`config.mk`:
```
export PLATFORM = sky130hd
export DESIGN_NAME = sfw_watchdog
export DESIGN_NICKNAME = d
export VERILOG_FILES = /design/src/rtl/sfw_pkg.sv /design/src/rtl/sfw_pulse.sv /design/src/rtl/sfw_watchdog.sv
export SDC_FILE = /design/constraint.sdc
export NUM_CORES = 1
export LEC_CHECK = 0
export BUFFER_PORTS_ARGS = -buffer_cell sky130_fd_sc_hd__buf_2
export CELL_PAD_IN_SITES_DETAIL_PLACEMENT = 1
export CELL_PAD_IN_SITES_GLOBAL_PLACEMENT = 1
export CORE_MARGIN = 3
export CORE_UTILIZATION = 35
export CTS_CLUSTER_SIZE = 16
export DETAILED_ROUTE_END_ITERATION = 16
export MAX_ROUTING_LAYER = met4
export PLACE_DENSITY = 0.89
export SETUP_SLACK_MARGIN = 0.3
export SLEW_MARGIN = 20
export SYNTH_ARGS = -nofsm -noshare
export SYNTH_HDL_FRONTEND = slang
export SYNTH_SLANG_ARGS = --single-unit
```
`constraint.sdc`:
```
create_clock -name clk_in -period 2 [get_ports clk_in]
set_input_delay 0.3 -clock clk_in [delete_from_list [all_inputs] [get_ports clk_in]]
set_output_delay 0.3 -clock clk_in [all_outputs]
set_load 0.005 [all_outputs]
```
`src/rtl/sfw_pkg.sv`:
```
// sfw_pkg: constants and types shared by the software fault watchdog
// assumes a single 50 MHz clock domain and an apb register slave
package sfw_pkg;
  // register map
  localparam logic [15:0] SFW_CTRL_ADDR = 16'h0024;
  localparam logic [7:0] SFW_CTRL_RESET = 8'h7f;
  localparam int SFW_ACTIVE_BIT = 7;
  localparam int SFW_TOP_BIT = 6;
  localparam int SFW_COUNT_W = 7;
  // prescale: machine cycles per countdown step
  localparam int SFW_STEP_CYCLES = 12288;
  // reset pulse on the pin
  localparam int SFW_CLK_NS = 20;
  localparam int SFW_PULSE_NS = 500;
  localparam int SFW_PULSE_CYCLES = (SFW_PULSE_NS + SFW_CLK_NS - 1) / SFW_CLK_NS;
  // apb request bundle
  typedef struct packed {
    logic psel;
    logic penable;
    logic pwrite;
    logic [15:0] paddr;
    logic [31:0] pwdata;
  } sfw_apb_req_type;
  // pulse generator states
  typedef enum logic [0:0] {
    SFW_IDLE = 1'b0,
    SFW_PULSE = 1'b1
  } sfw_state_type;
endpackage : sfw_pkg

```
`src/rtl/sfw_pulse.sv`:
```
// sfw_pulse: stretches a one-cycle trigger into a fixed low reset pulse
// assumes trigger is synchronous to clk_in
`timescale 1ns/1ps
module sfw_pulse #(
  parameter int PULSE_CYCLES = sfw_pkg::SFW_PULSE_CYCLES
) (
  // clock and reset
  input wire logic clk_in,
  input wire logic nrst_in,
  // trigger and pulse
  input wire logic trigger_in,
  output logic nreset_pin_out
);
  import sfw_pkg::*;
  localparam int CW = $clog2(PULSE_CYCLES + 1);
  initial begin
    if (PULSE_CYCLES < 1) $error("pulse length must be at least one cycle");
  end
  sfw_state_type state;
  logic [CW-1:0] remaining;
  wire logic last_cycle = (remaining == CW'(1));
  // hold the pin low for the pulse length, then release
  always_ff @(posedge clk_in or negedge nrst_in) begin
    if (!nrst_in) begin
      state <= SFW_IDLE;
      remaining <= '0;
      nreset_pin_out <= 1'b1;
    end else begin
      unique case (state)
        SFW_IDLE: begin
          if (trigger_in) begin
            state <= SFW_PULSE;
            remaining <= CW'(PULSE_CYCLES);
            nreset_pin_out <= 1'b0;
          end
        end
        SFW_PULSE: begin
          remaining <= remaining - CW'(1);
          if (last_cycle) begin
            state <= SFW_IDLE;
            nreset_pin_out <= 1'b1;
          end
        end
      endcase
    end
  end
endmodule : sfw_pulse

```
`src/rtl/sfw_watchdog.sv`:
```
// sfw_watchdog: countdown watchdog with one apb control register
// assumes apb master on clk_in; system reset also clears this block
//
// Design decision made here: the APB interface to the registers.
`timescale 1ns/1ps
module sfw_watchdog #(
  parameter int STEP_CYCLES = sfw_pkg::SFW_STEP_CYCLES
) (
  // clock and reset
  input wire logic clk_in,
  input wire logic nrst_in,
  // apb slave
  input wire sfw_pkg::sfw_apb_req_type apb_in,
  output logic [31:0] prdata_out,
  output logic pready_out,
  output logic pslverr_out,
  // cpu status
  input wire logic halt_exec_in,
  input wire logic wait_mode_in,
  // reset pin drive and activation status
  output logic nreset_pin_out,
  output logic watchdog_active_out
);
  import sfw_pkg::*;
  localparam int PW = $clog2(STEP_CYCLES);
  initial begin
    if (STEP_CYCLES < 3) $error("step length must be at least three cycles");
  end

  logic watchdog_active;
  logic [SFW_COUNT_W-1:0] count;
  logic [PW-1:0] prescale;
  logic fire;

  // bus decode
  wire logic access = apb_in.psel && apb_in.penable;
  wire logic hit = (apb_in.paddr == SFW_CTRL_ADDR);
  wire logic ctrl_wr = access && apb_in.pwrite && hit;
  wire logic ctrl_rd = access && !apb_in.pwrite && hit;
  wire logic [7:0] wdata = apb_in.pwdata[7:0];
  wire logic [7:0] ctrl_value = {watchdog_active, count};

  // step enable: one pulse every step period (wait mode does not stop it)
  wire logic step = (prescale == PW'(STEP_CYCLES - 1));
  wire logic [SFW_COUNT_W-1:0] next_count = count - SFW_COUNT_W'(1);
  wire logic rollover = step && (count == {1'b1, 6'h00});
  // software reset: activation set with top bit clear
  wire logic soft_reset = ctrl_wr && wdata[SFW_ACTIVE_BIT] && !wdata[SFW_TOP_BIT];
  wire logic halt_reset = watchdog_active && halt_exec_in;
  wire logic next_fire = (watchdog_active && rollover) || soft_reset || halt_reset;

  // apb answer terms: ready in the access cycle, error for any other address
  wire logic setup = apb_in.psel && !apb_in.penable;
  wire logic next_pready = setup;
  wire logic next_pslverr = setup && !hit;
  // read data is the live register, so a read never waits for the counter
  wire logic [31:0] next_prdata = (apb_in.psel && hit) ? {24'h00_0000, ctrl_value} : 32'h0000_0000;

  // prescaler restarts on every refresh so each step is a full period
  always_ff @(posedge clk_in or negedge nrst_in) begin
    if (!nrst_in) begin
      prescale <= '0;
    end else if (ctrl_wr || step) begin
      prescale <= '0;
    end else begin
      prescale <= prescale + PW'(1);
    end
  end

  // control register: write loads count, step decrements it
  always_ff @(posedge clk_in or negedge nrst_in) begin
    if (!nrst_in) begin
      watchdog_active <= SFW_CTRL_RESET[SFW_ACTIVE_BIT];
      count <= SFW_CTRL_RESET[SFW_COUNT_W-1:0];
    end else if (ctrl_wr) begin
      watchdog_active <= watchdog_active | wdata[SFW_ACTIVE_BIT];
      count <= wdata[SFW_COUNT_W-1:0];
    end else if (step) begin
      count <= next_count;
    end
  end

  // one-cycle trigger to the pulse generator
  always_ff @(posedge clk_in or negedge nrst_in) begin
    if (!nrst_in) begin
      fire <= 1'b0;
    end else begin
      fire <= next_fire;
    end
  end

  // apb answer: zero wait states, unmapped reads zero with error
  always_ff @(posedge clk_in or negedge nrst_in) begin
    if (!nrst_in) begin
      prdata_out <= 32'h0000_0000;
      pready_out <= 1'b0;
      pslverr_out <= 1'b0;
      watchdog_active_out <= 1'b0;
    end else begin
      pready_out <= next_pready;
      pslverr_out <= next_pslverr;
      prdata_out <= next_prdata;
      watchdog_active_out <= watchdog_active;
    end
  end

  sfw_pulse #(.PULSE_CYCLES(SFW_PULSE_CYCLES)) u_pulse (
    .clk_in(clk_in),
    .nrst_in(nrst_in),
    .trigger_in(fire),
    .nreset_pin_out(nreset_pin_out)
  );

  // checker helper: cycles since the last step or refresh, apart from the prescaler
  logic [PW:0] since_step;
  always_ff @(posedge clk_in or negedge nrst_in) begin
    if (!nrst_in) begin
      since_step <= '0;
    end else if (ctrl_wr || step) begin
      since_step <= '0;
    end else begin
      since_step <= since_step + (PW+1)'(1);
    end
  end
endmodule : sfw_watchdog

```
# Yosys cells after proc, flatten, opt, wreduce, memory -nomap -nowiden

Cells that the tools add are included.

Flip-flop bits (word level): 41
Input bits: 55
Output and inout port bits: 36
Word-level logic and storage cells: 53

$add $sub $neg: 3
Eq/ne operators: 6
Multiplexer cells: 12
Bitwise gates (word level): 2
Reductions and logical operators: 19

Operator list:

| operator                                         | count |
|---|---|
| == test 16 x 6 -> 1 bit, second input constant   | 1 |
| adder 14 x 1 -> 14 bit, second input constant    | 1 |
| == test 14 bit, second input constant            | 1 |
| 2-to-1 mux 14 bit                                | 1 |
| 2-to-1 mux 7 bit                                 | 2 |
| logical AND 1 bit                                | 11 |
| case mux 5 bit (2 select lines)                  | 1 |
| 2-to-1 mux 8 bit                                 | 1 |
| == test 7 bit, second input constant             | 1 |
| subtractor 7 x 1 -> 7 bit, second input constant | 1 |
| == test 5 x 1 -> 1 bit, second input constant    | 1 |
| 2-to-1 mux 5 bit                                 | 1 |
| subtractor 5 x 1 -> 5 bit, second input constant | 1 |
| 2-to-1 mux 1 bit                                 | 4 |
| inequality test 2 bit, second input constant     | 2 |
| case mux 1 bit (2 select lines)                  | 2 |
| zero test 1 bit                                  | 3 |
| logical OR 1 bit                                 | 3 |
| AND reduction 2 bit                              | 1 |
| nonzero test 2 bit                               | 1 |
| NOT 1 bit                                        | 1 |
| bitwise OR 1 bit                                 | 1 |

# Logic depth before layout (Yosys ltp)

Gate-level depths: netlist (run 1).

Depth after elaboration: 7
Depth in mapped cells: 6

# By module

From an unflattened synthesis (run 1), not the netlist that was laid out.

Cells, all modules: 215
Area, all modules: 2273.4 um2

By module, submodules not included:

| module       | instances | cells an instance | area an instance (um2) | sequential area each (um2) |
|---|---|---|---|---|
| sfw_watchdog | 1         | 181               | 1919.3                 | 859.6 |
| sfw_pulse    | 1         | 34                | 354.1                  | 176.4 |

# Worst setup path before layout (run 1)

Ideal clock, no wire load.

Path kind: flip-flop to flip-flop
From: register prescale[0]
To: register count[5]
Setup time: 0.087 ns
Arrival: 1.713 ns
Data required time: 1.913 ns
Setup slack: 0.200 ns
Cell stages (with the launch flop): 6
Path buffers: 0
Period minus slack after synthesis: 1.800 ns
Path through: dfrtp_1 ha_1 nand2_1 or4_4 o41ai_1 a2bb2oi_1

Word-level cells in the longest chain between the ends: 2

RTL lines:

| item                         | line               | source |
|---|---|---|
| start: declaration           | sfw_watchdog.sv:32 | `logic [PW-1:0] prescale;` |
| start signal: assignment     | sfw_watchdog.sv:66 | `prescale <= prescale + PW'(1);` |
| == test 14 bit               | sfw_watchdog.sv:44 | `wire logic step = (prescale == PW'(STEP_CYCLES - 1));` |
| nonzero test 2 bit (no line) | --                 |  |
| end signal: assignment       | sfw_watchdog.sv:74 | `count <= SFW_CTRL_RESET[SFW_COUNT_W-1:0];` |
| end signal: assignment       | sfw_watchdog.sv:77 | `count <= wdata[SFW_COUNT_W-1:0];` |
| end signal: assignment       | sfw_watchdog.sv:79 | `count <= next_count;` |
| end: declaration             | sfw_watchdog.sv:31 | `logic [SFW_COUNT_W-1:0] count;` |

Every way passes these cells.
A chain may end at the register's enable or synchronous reset.

# Worst setup path after layout (run 1)

From: register count[0]
To: register count[6]

Word-level cells in the longest chain between the ends: 3

RTL lines:

| item                      | line               | source |
|---|---|---|
| subtractor 7 x 1 -> 7 bit | sfw_watchdog.sv:45 | `wire logic [SFW_COUNT_W-1:0] next_count = count - SFW_COUNT_W'(1);` |
| 2-to-1 mux 7 bit          | sfw_watchdog.sv:78 | `end else if (step) begin` |
| 2-to-1 mux 7 bit          | sfw_watchdog.sv:75 | `end else if (ctrl_wr) begin` |

Every way passes these cells. The select of a mux whose other input is x is not followed.

==> flow_summary.json, run 1 <==
{
  "row_count": 28,
  "fmax_ghz": 0.571,
  "die_area_um2": 7280,
  "drc": 0,
  "timing_max_transition_violations_final": 0,
  "data_required_time_of_the_worst_path_ns": 2.23,
  "chipHeight_um": 85.3,
  "io_buffers": 41,
  "fin_skew_ns": 0.00792,
  "post_synth_inst_count": 217,
  "grt_pass1_vias": 1959,
  "die_width_um": 85.3,
  "setup_total_negative_slack_ns": 0,
  "drt_first_pass_iters": 4,
  "drive_gt1_share_pct": 35.9,
  "ctsRootBufferMaster": "sky130_fd_sc_hd__clkbuf_8",
  "finalSetupViolCount": 0,
  "synth_top_area_share_pct": 37.5,
  "ios": 91,
  "grt_setup_unrepaired": "yes",
  "cts_made_buffers": 5,
  "overall_fraction_of_global_route_tracks_in_use_pct": 17.4,
  "gpl.final_weighted_congestion": 0.833,
  "antennaDiodeCount": 0,
  "ir_worst_vdd_mv": 0.474,
  "layout_common_cells": "41 x sky130_fd_sc_hd__buf_2, 27 x sky130_fd_sc_hd__dfrtp_1, 24 x sky130_fd_sc_hd__conb_1",
  "count_of_different_cell_masters_after_synthesis": 44,
  "grt_first_pass_wirelength_um": 9700,
  "power.total_mw": 1.89,
  "numClockSinks": 41,
  "route.vias.total": 1865,
  "ff2ff_setup_slack_ns": 0.25,
  "synth-async-reset-ratio_pct": 100,
  "max_cap_viol_count": 0,
  "initialDrtViolationCount": 99,
  "most_used_flip_flop_cell_after_synthesis": "sky130_fd_sc_hd__dfrtp_1",
  "hpwlAfterDp_um": 4430,
  "power.static_leakage_nw": 1.26,
  "period_needed_ns": 1.75,
  "finish.net_count": 343,
  "antenna_found_initial": 0,
  "global_route.overflow_total": 0,
  "synth_seq_area_share_pct": 47.1,
  "cts.reportedPaths.clkPinSlew_ns": 0.08,
  "initial_utilization_pct": 36.7,
  "worstSkewPairLatency_ns": 0.30,
  "synth_edf_count": 0,
  "status": "finished clean",
  "synthesis.area_um2": 2200,
  "mostFrequentLayoutCell": "sky130_fd_sc_hd__buf_2",
  "core-area_um2": 5990,
  "drt-total-wl_um": 6090,
  "wire_per_inst_um": 17.0,
  "ys_top_cells_by_area": "sky130_fd_sc_hd__dfrtp_1 38%, sky130_fd_sc_hd__dfstp_2 9.6%, sky130_fd_sc_hd__buf_4 8.9%, sky130_fd_sc_hd__xnor2_1 5.2%, sky130_fd_sc_hd__nor4_1 3.1%",
  "pin_count_of_the_biggest_net_entering_global_routing": 24,
  "syn2layout_area_growth_pct": 24.7,
  "setup.worst_path.start_class": "register",
  "cellPowerDensity_nw_per_um2": 687,
  "final_hold_viol_count": 0,
  "postSynthRegisterBits": 41,
  "slew_of_the_pin_with_the_lowest_slew_margin_ns": 0.525,
  "cts_buffer_depth": 2,
  "share_of_the_core_filled_with_cells_pct": 45.8,
  "cp-end-kind": "register",
  "filler_cell_count": 689,
  "timing.setup.critical_path_class": "register to register",
  "synthesis.area_per_instance_um2": 10.1,
  "clock_tree.htree_level_count": 2,
  "avgViaCountPerCell": 5.19,
  "drtAntennaViolNets": 0,
  "post-synth-top-area-cell": "sky130_fd_sc_hd__dfrtp_1",
  "tritoncts": "yes",
  "finalCritPeriodShare_pct": 87.6,
  "ys_warn_count": 0,
  "hold_path_class": "primary input to register",
  "path_max_fanout": 4,
  "timing.slew.headroom_pct": 65.0,
  "critPathArrivalTime_ns": 1.98
}
cells by family after synthesis:
kind of cell / after synthesis / synth area share (%)
and+or+nand+nor: 91 / 24.7
DFF: 41 / 47.1
buffers and inverters: 36 / 10.6
AOI/OAI and AO/OA: 24 / 6.65
xor gates and xnor gates: 15 / 5.97
adders and majority gates: 5 / 2.84
muxes: 4 / 1.99
other: 1 / 0.170
metrics by stage:
stage / area [um^2] / hold slack [ns] / worst slack, ns / std cells
after detailed placement: 2480 / 0.301 / 0.141 / 338
after CTS: 2670 / 0.183 / 0.269 / 353
after global placement: 2480 / 0.288 / 0.164 / 338
after floorplan: 2300 / 0.00441 / 0.318 / 240
after global routing: 2750 / 0.202 / 0.197 / 359
final: 2750 / 0.191 / 0.249 / 359
where the power goes:
group,internal [mW],total (mW),switching (mW)
combinational,0.147,0.312,0.165
sequential,0.905,0.995,0.0897
clock,0.280,0.579,0.299
total,1.33,1.89,0.555
path summary, 6_finish.rpt:
path / startpoint / endpoint / cells past startpoint
worst max-delay path: count[0] / count[6] / 6
worst min-delay path: apb_in[6] / fire / 2
worst max register to register: count[0] / count[6] / 6
worst min register to register: watchdog_active / watchdog_active_out / 0
max in group asynchronous: nrst_in / count[0] / 3
min in group asynchronous: nrst_in / u_pulse.remaining[3] / 2
final cells by class:
type	instances	area [um^2]	area share, %
Timing Repair Buffer	63	385	14.0
Multi-Input combinational cell	163	1090	39.6
Tap cell	75	93.8	3.42
Clock buffer	6	82.6	3.01
Clock inverter	2	13.8	0.501
Sequential cell	41	1040	38.0
Inverter	9	38.8	1.41
what timing repair did:
| action | in CTS | in global routing |
|---|---|---|
| buffers inserted | 6 | 6 |
| pin swaps | 1 | 5 |
| endpoints found under the setup margin | 18 | 18 |
| hold buffers | 1 | 0 |
| gates resized for setup | 12 | 7 |
| endpoints found under the hold margin | 18 | 0 |
worst max-delay path: stages (launching register included):
cell and delay (ns):
sky130_fd_sc_hd__dfstp_2 0.40, sky130_fd_sc_hd__inv_4 0.08, sky130_fd_sc_hd__ha_4 0.15, sky130_fd_sc_hd__nand3_1 0.07, sky130_fd_sc_hd__or4_4 0.52, sky130_fd_sc_hd__o32a_1 0.31
sky130_fd_sc_hd__a21oi_1 0.16
flip-flops by register name, summed over array words and instances, names as in the netlist:
name	cells
fire	1
u_pulse.nreset_pin_out	1
u_pulse.state	1
prescale	14
prdata_out	8
watchdog_active_out	1
u_pulse.remaining	5
watchdog_active	1
count	7
pready_out	1
pslverr_out	1
cells in the mapped netlist, types with 2 or more instances:
library cell / number
sky130_fd_sc_hd__dfrtp_1: 33
sky130_fd_sc_hd__buf_4: 26
sky130_fd_sc_hd__nor2_1: 18
sky130_fd_sc_hd__xnor2_1: 13
sky130_fd_sc_hd__nand2_1: 12
sky130_fd_sc_hd__nor4_1: 11
sky130_fd_sc_hd__a21oi_1: 10
sky130_fd_sc_hd__inv_1: 9
sky130_fd_sc_hd__nor3_1: 9
sky130_fd_sc_hd__dfstp_2: 8
sky130_fd_sc_hd__nand3_1: 8
sky130_fd_sc_hd__and2_1: 6
sky130_fd_sc_hd__ha_1: 5
sky130_fd_sc_hd__o21ai_0: 5
sky130_fd_sc_hd__or3_1: 4
sky130_fd_sc_hd__mux2_2: 3
sky130_fd_sc_hd__nand4_1: 3
sky130_fd_sc_hd__nor4b_1: 3
sky130_fd_sc_hd__and3_1: 2
sky130_fd_sc_hd__nand4b_1: 2
sky130_fd_sc_hd__o22a_1: 2
sky130_fd_sc_hd__or4_4: 2
sky130_fd_sc_hd__xor2_1: 2
metal layers:
metal | GRT usage [%] | part of all wire [%] | wire length [um] | up-vias
li1 | - | - | - | 845
met1 | 20.2 | 41 | 2490 | 952
met2 | 30.1 | 52 | 3180 | 61
met3 | 3.01 | 5.2 | 317 | 7
met4 | 6.04 | 1.6 | 99 | 0
met5 | - | 0 | 0 | -
(Power assumes the default switching activity.)
==> run 2, diff against run 1 <==
==> constraint.sdc (replaced) <==
create_clock -name clk_in -period 1.73 [get_ports clk_in]
set_input_delay 0.2595 -clock clk_in [delete_from_list [all_inputs] [get_ports clk_in]]
set_output_delay 0.2595 -clock clk_in [all_outputs]
set_load 0.005 [all_outputs]
==> flow_summary.json, run 2 (synthesis gave the netlist of run 1 again) <==
{
  "cellPowerDensity_nw_per_um2": 727,
  "power.static_leakage_nw": 1.31,
  "drt-total-wl_um": 6360,
  "reg2regPathDepth": 6,
  "cp-end-kind": "register",
  "drt_first_pass_iters": 4,
  "drive_gt1_share_pct": 41.7,
  "ios": 91,
  "antenna_found_initial": 0,
  "layout_top_registers": "prescale: 14 flops, prdata_out: 8 flops, count: 7 flops",
  "largest_register": "prescale",
  "timing.setup.critical_path_class": "register to register",
  "pin_count_of_the_biggest_net_entering_global_routing": 23,
  "finalSetupViolCount": 0,
  "die_width_um": 85.3,
  "layout_common_cells": "41 x sky130_fd_sc_hd__buf_2, 32 x sky130_fd_sc_hd__dfrtp_1, 28 x sky130_fd_sc_hd__buf_4",
  "largest_register_ffs": 14,
  "gpl.final_weighted_congestion": 0.777,
  "numClockSinks": 41,
  "ctsRootBufferMaster": "sky130_fd_sc_hd__clkbuf_8",
  "setup.worst_path.start_class": "register",
  "initialDrtViolationCount": 71,
  "period_needed_ns": 1.69,
  "hpwlAfterDp_um": 4490,
  "overall_fraction_of_global_route_tracks_in_use_pct": 18.1,
  "final_hold_viol_count": 0,
  "cts_buffer_depth": 2,
  "path_max_fanout": 3,
  "route.vias.total": 1898,
  "share_of_the_core_filled_with_cells_pct": 49.2,
  "finalHoldWorstSlack_ns": 0.153,
  "drc": 0,
  "antennaDiodeCount": 0,
  "drtAntennaViolNets": 0,
  "grt_setup_unrepaired": "yes",
  "grt_first_pass_wirelength_um": 10000,
  "tritoncts": "yes",
  "placed_cells": 351,
  "cts_made_buffers": 5,
  "cts.reportedPaths.clkPinSlew_ns": 0.08,
  "status": "finished clean",
  "finish.net_count": 354,
  "core-area_um2": 5990,
  "finalCritPeriodShare_pct": 97.7,
  "timing_max_transition_violations_final": 0,
  "worstSkewPairLatency_ns": 0.30,
  "mostFrequentLayoutCell": "sky130_fd_sc_hd__buf_2",
  "fmax_ghz": 0.592,
  "clock_tree.htree_level_count": 2,
  "hold_path_class": "primary input to register",
  "power.total_mw": 2.14,
  "initial_utilization_pct": 36.7,
  "holdPathStages": 2,
  "final_cells": 370,
  "grt_pass1_vias": 2090,
  "data_required_time_of_the_worst_path_ns": 1.97,
  "critPathArrivalTime_ns": 1.93,
  "wire_per_inst_um": 17.2,
  "chipHeight_um": 85.3,
  "fin_skew_ns": 0.00828,
  "io_buffers": 41,
  "global_route.overflow_total": 0,
  "row_count": 28,
  "ir_worst_vdd_mv": 0.362,
  "die_area_um2": 7280,
  "setup_total_negative_slack_ns": 0,
  "avgViaCountPerCell": 5.13,
  "max_cap_viol_count": 0,
  "syn2layout_area_growth_pct": 33.8
}
run 2: cell types whose count changed in the layout (fill, tap and decap cells not counted), moves of 3 or more:
| cell | change |
|---|---|
| sky130_fd_sc_hd__nor2_1 | -11 |
| sky130_fd_sc_hd__nor2_4 | +11 |
| sky130_fd_sc_hd__buf_4 | +8 |
| sky130_fd_sc_hd__dfrtp_1 | +5 |
| sky130_fd_sc_hd__dfrtp_2 | -5 |
| sky130_fd_sc_hd__a21oi_1 | -3 |
| sky130_fd_sc_hd__a21oi_2 | +3 |
| sky130_fd_sc_hd__clkbuf_1 | +3 |
run 2: path summary, 6_finish.rpt:
kind                                  from                     end  slack (ns)
setup / recovery                  count[1]                count[6]        0.04
max in group asynchronous          nrst_in  u_pulse.nreset_pin_out        0.73
hold / removal                   apb_in[6]                    fire        0.15
hold reg to reg            watchdog_active     watchdog_active_out        0.39
min in group asynchronous          nrst_in           prdata_out[6]        0.45
setup reg to reg                  count[1]                count[6]        0.04
run 2: layout make-up:
type	count	area (um^2)
multi-input cells	163	1210
flip-flops and latches	41	1040
fillers	687	3050
clock buffers	8	80.1
well taps	75	93.8
inverters	9	36.3
repair buffers	74	488
run 2: metal layers:
layer	GRT usage [%]	up-vias	wire (um)
li1	-	874	-
met1	19.6	946	2460
met2	32.0	62	3440
met3	3.50	16	247
met4	8.06	0	206
met5	-	-	0
run 2: repair_timing:
| item | 4_1_cts | 5_1_grt |
|---|---|---|
| pin swaps | 4 | 3 |
| hold buffers | 1 | 0 |
| resized for setup | 8 | 28 |
| hold endpoints to repair | 19 | 0 |
| buffers inserted | 7 | 3 |
| endpoints found under the setup margin | 21 | 22 |
run 2: critical path, cell delays in order (launching register included):
cell,delay [ns]
sky130_fd_sc_hd__dfstp_2,0.39
sky130_fd_sc_hd__inv_4,0.06
sky130_fd_sc_hd__ha_4,0.14
sky130_fd_sc_hd__nand3_2,0.06
sky130_fd_sc_hd__or4_4,0.53
sky130_fd_sc_hd__o32a_1,0.32
sky130_fd_sc_hd__a21oi_2,0.12
run 2: power by group:
| group | switching (mW) | internal (mW) | total [mW] |
|---|---|---|---|
| combinational | 0.190 | 0.187 | 0.377 |
| sequential | 0.0945 | 1.05 | 1.14 |
| clock | 0.335 | 0.287 | 0.622 |
| total | 0.619 | 1.52 | 2.14 |
run 2: stage by stage:
step / setup WS, ns / instance area (um^2)
2_1_floorplan: 0.0782 / 2350
3_3_place_gp: 0.0631 / 2630
5_1_grt: -0.0113 / 2950
4_1_cts: 0.0415 / 2810
3_5_place_dp: 0.00156 / 2630
6_report: 0.0395 / 2950
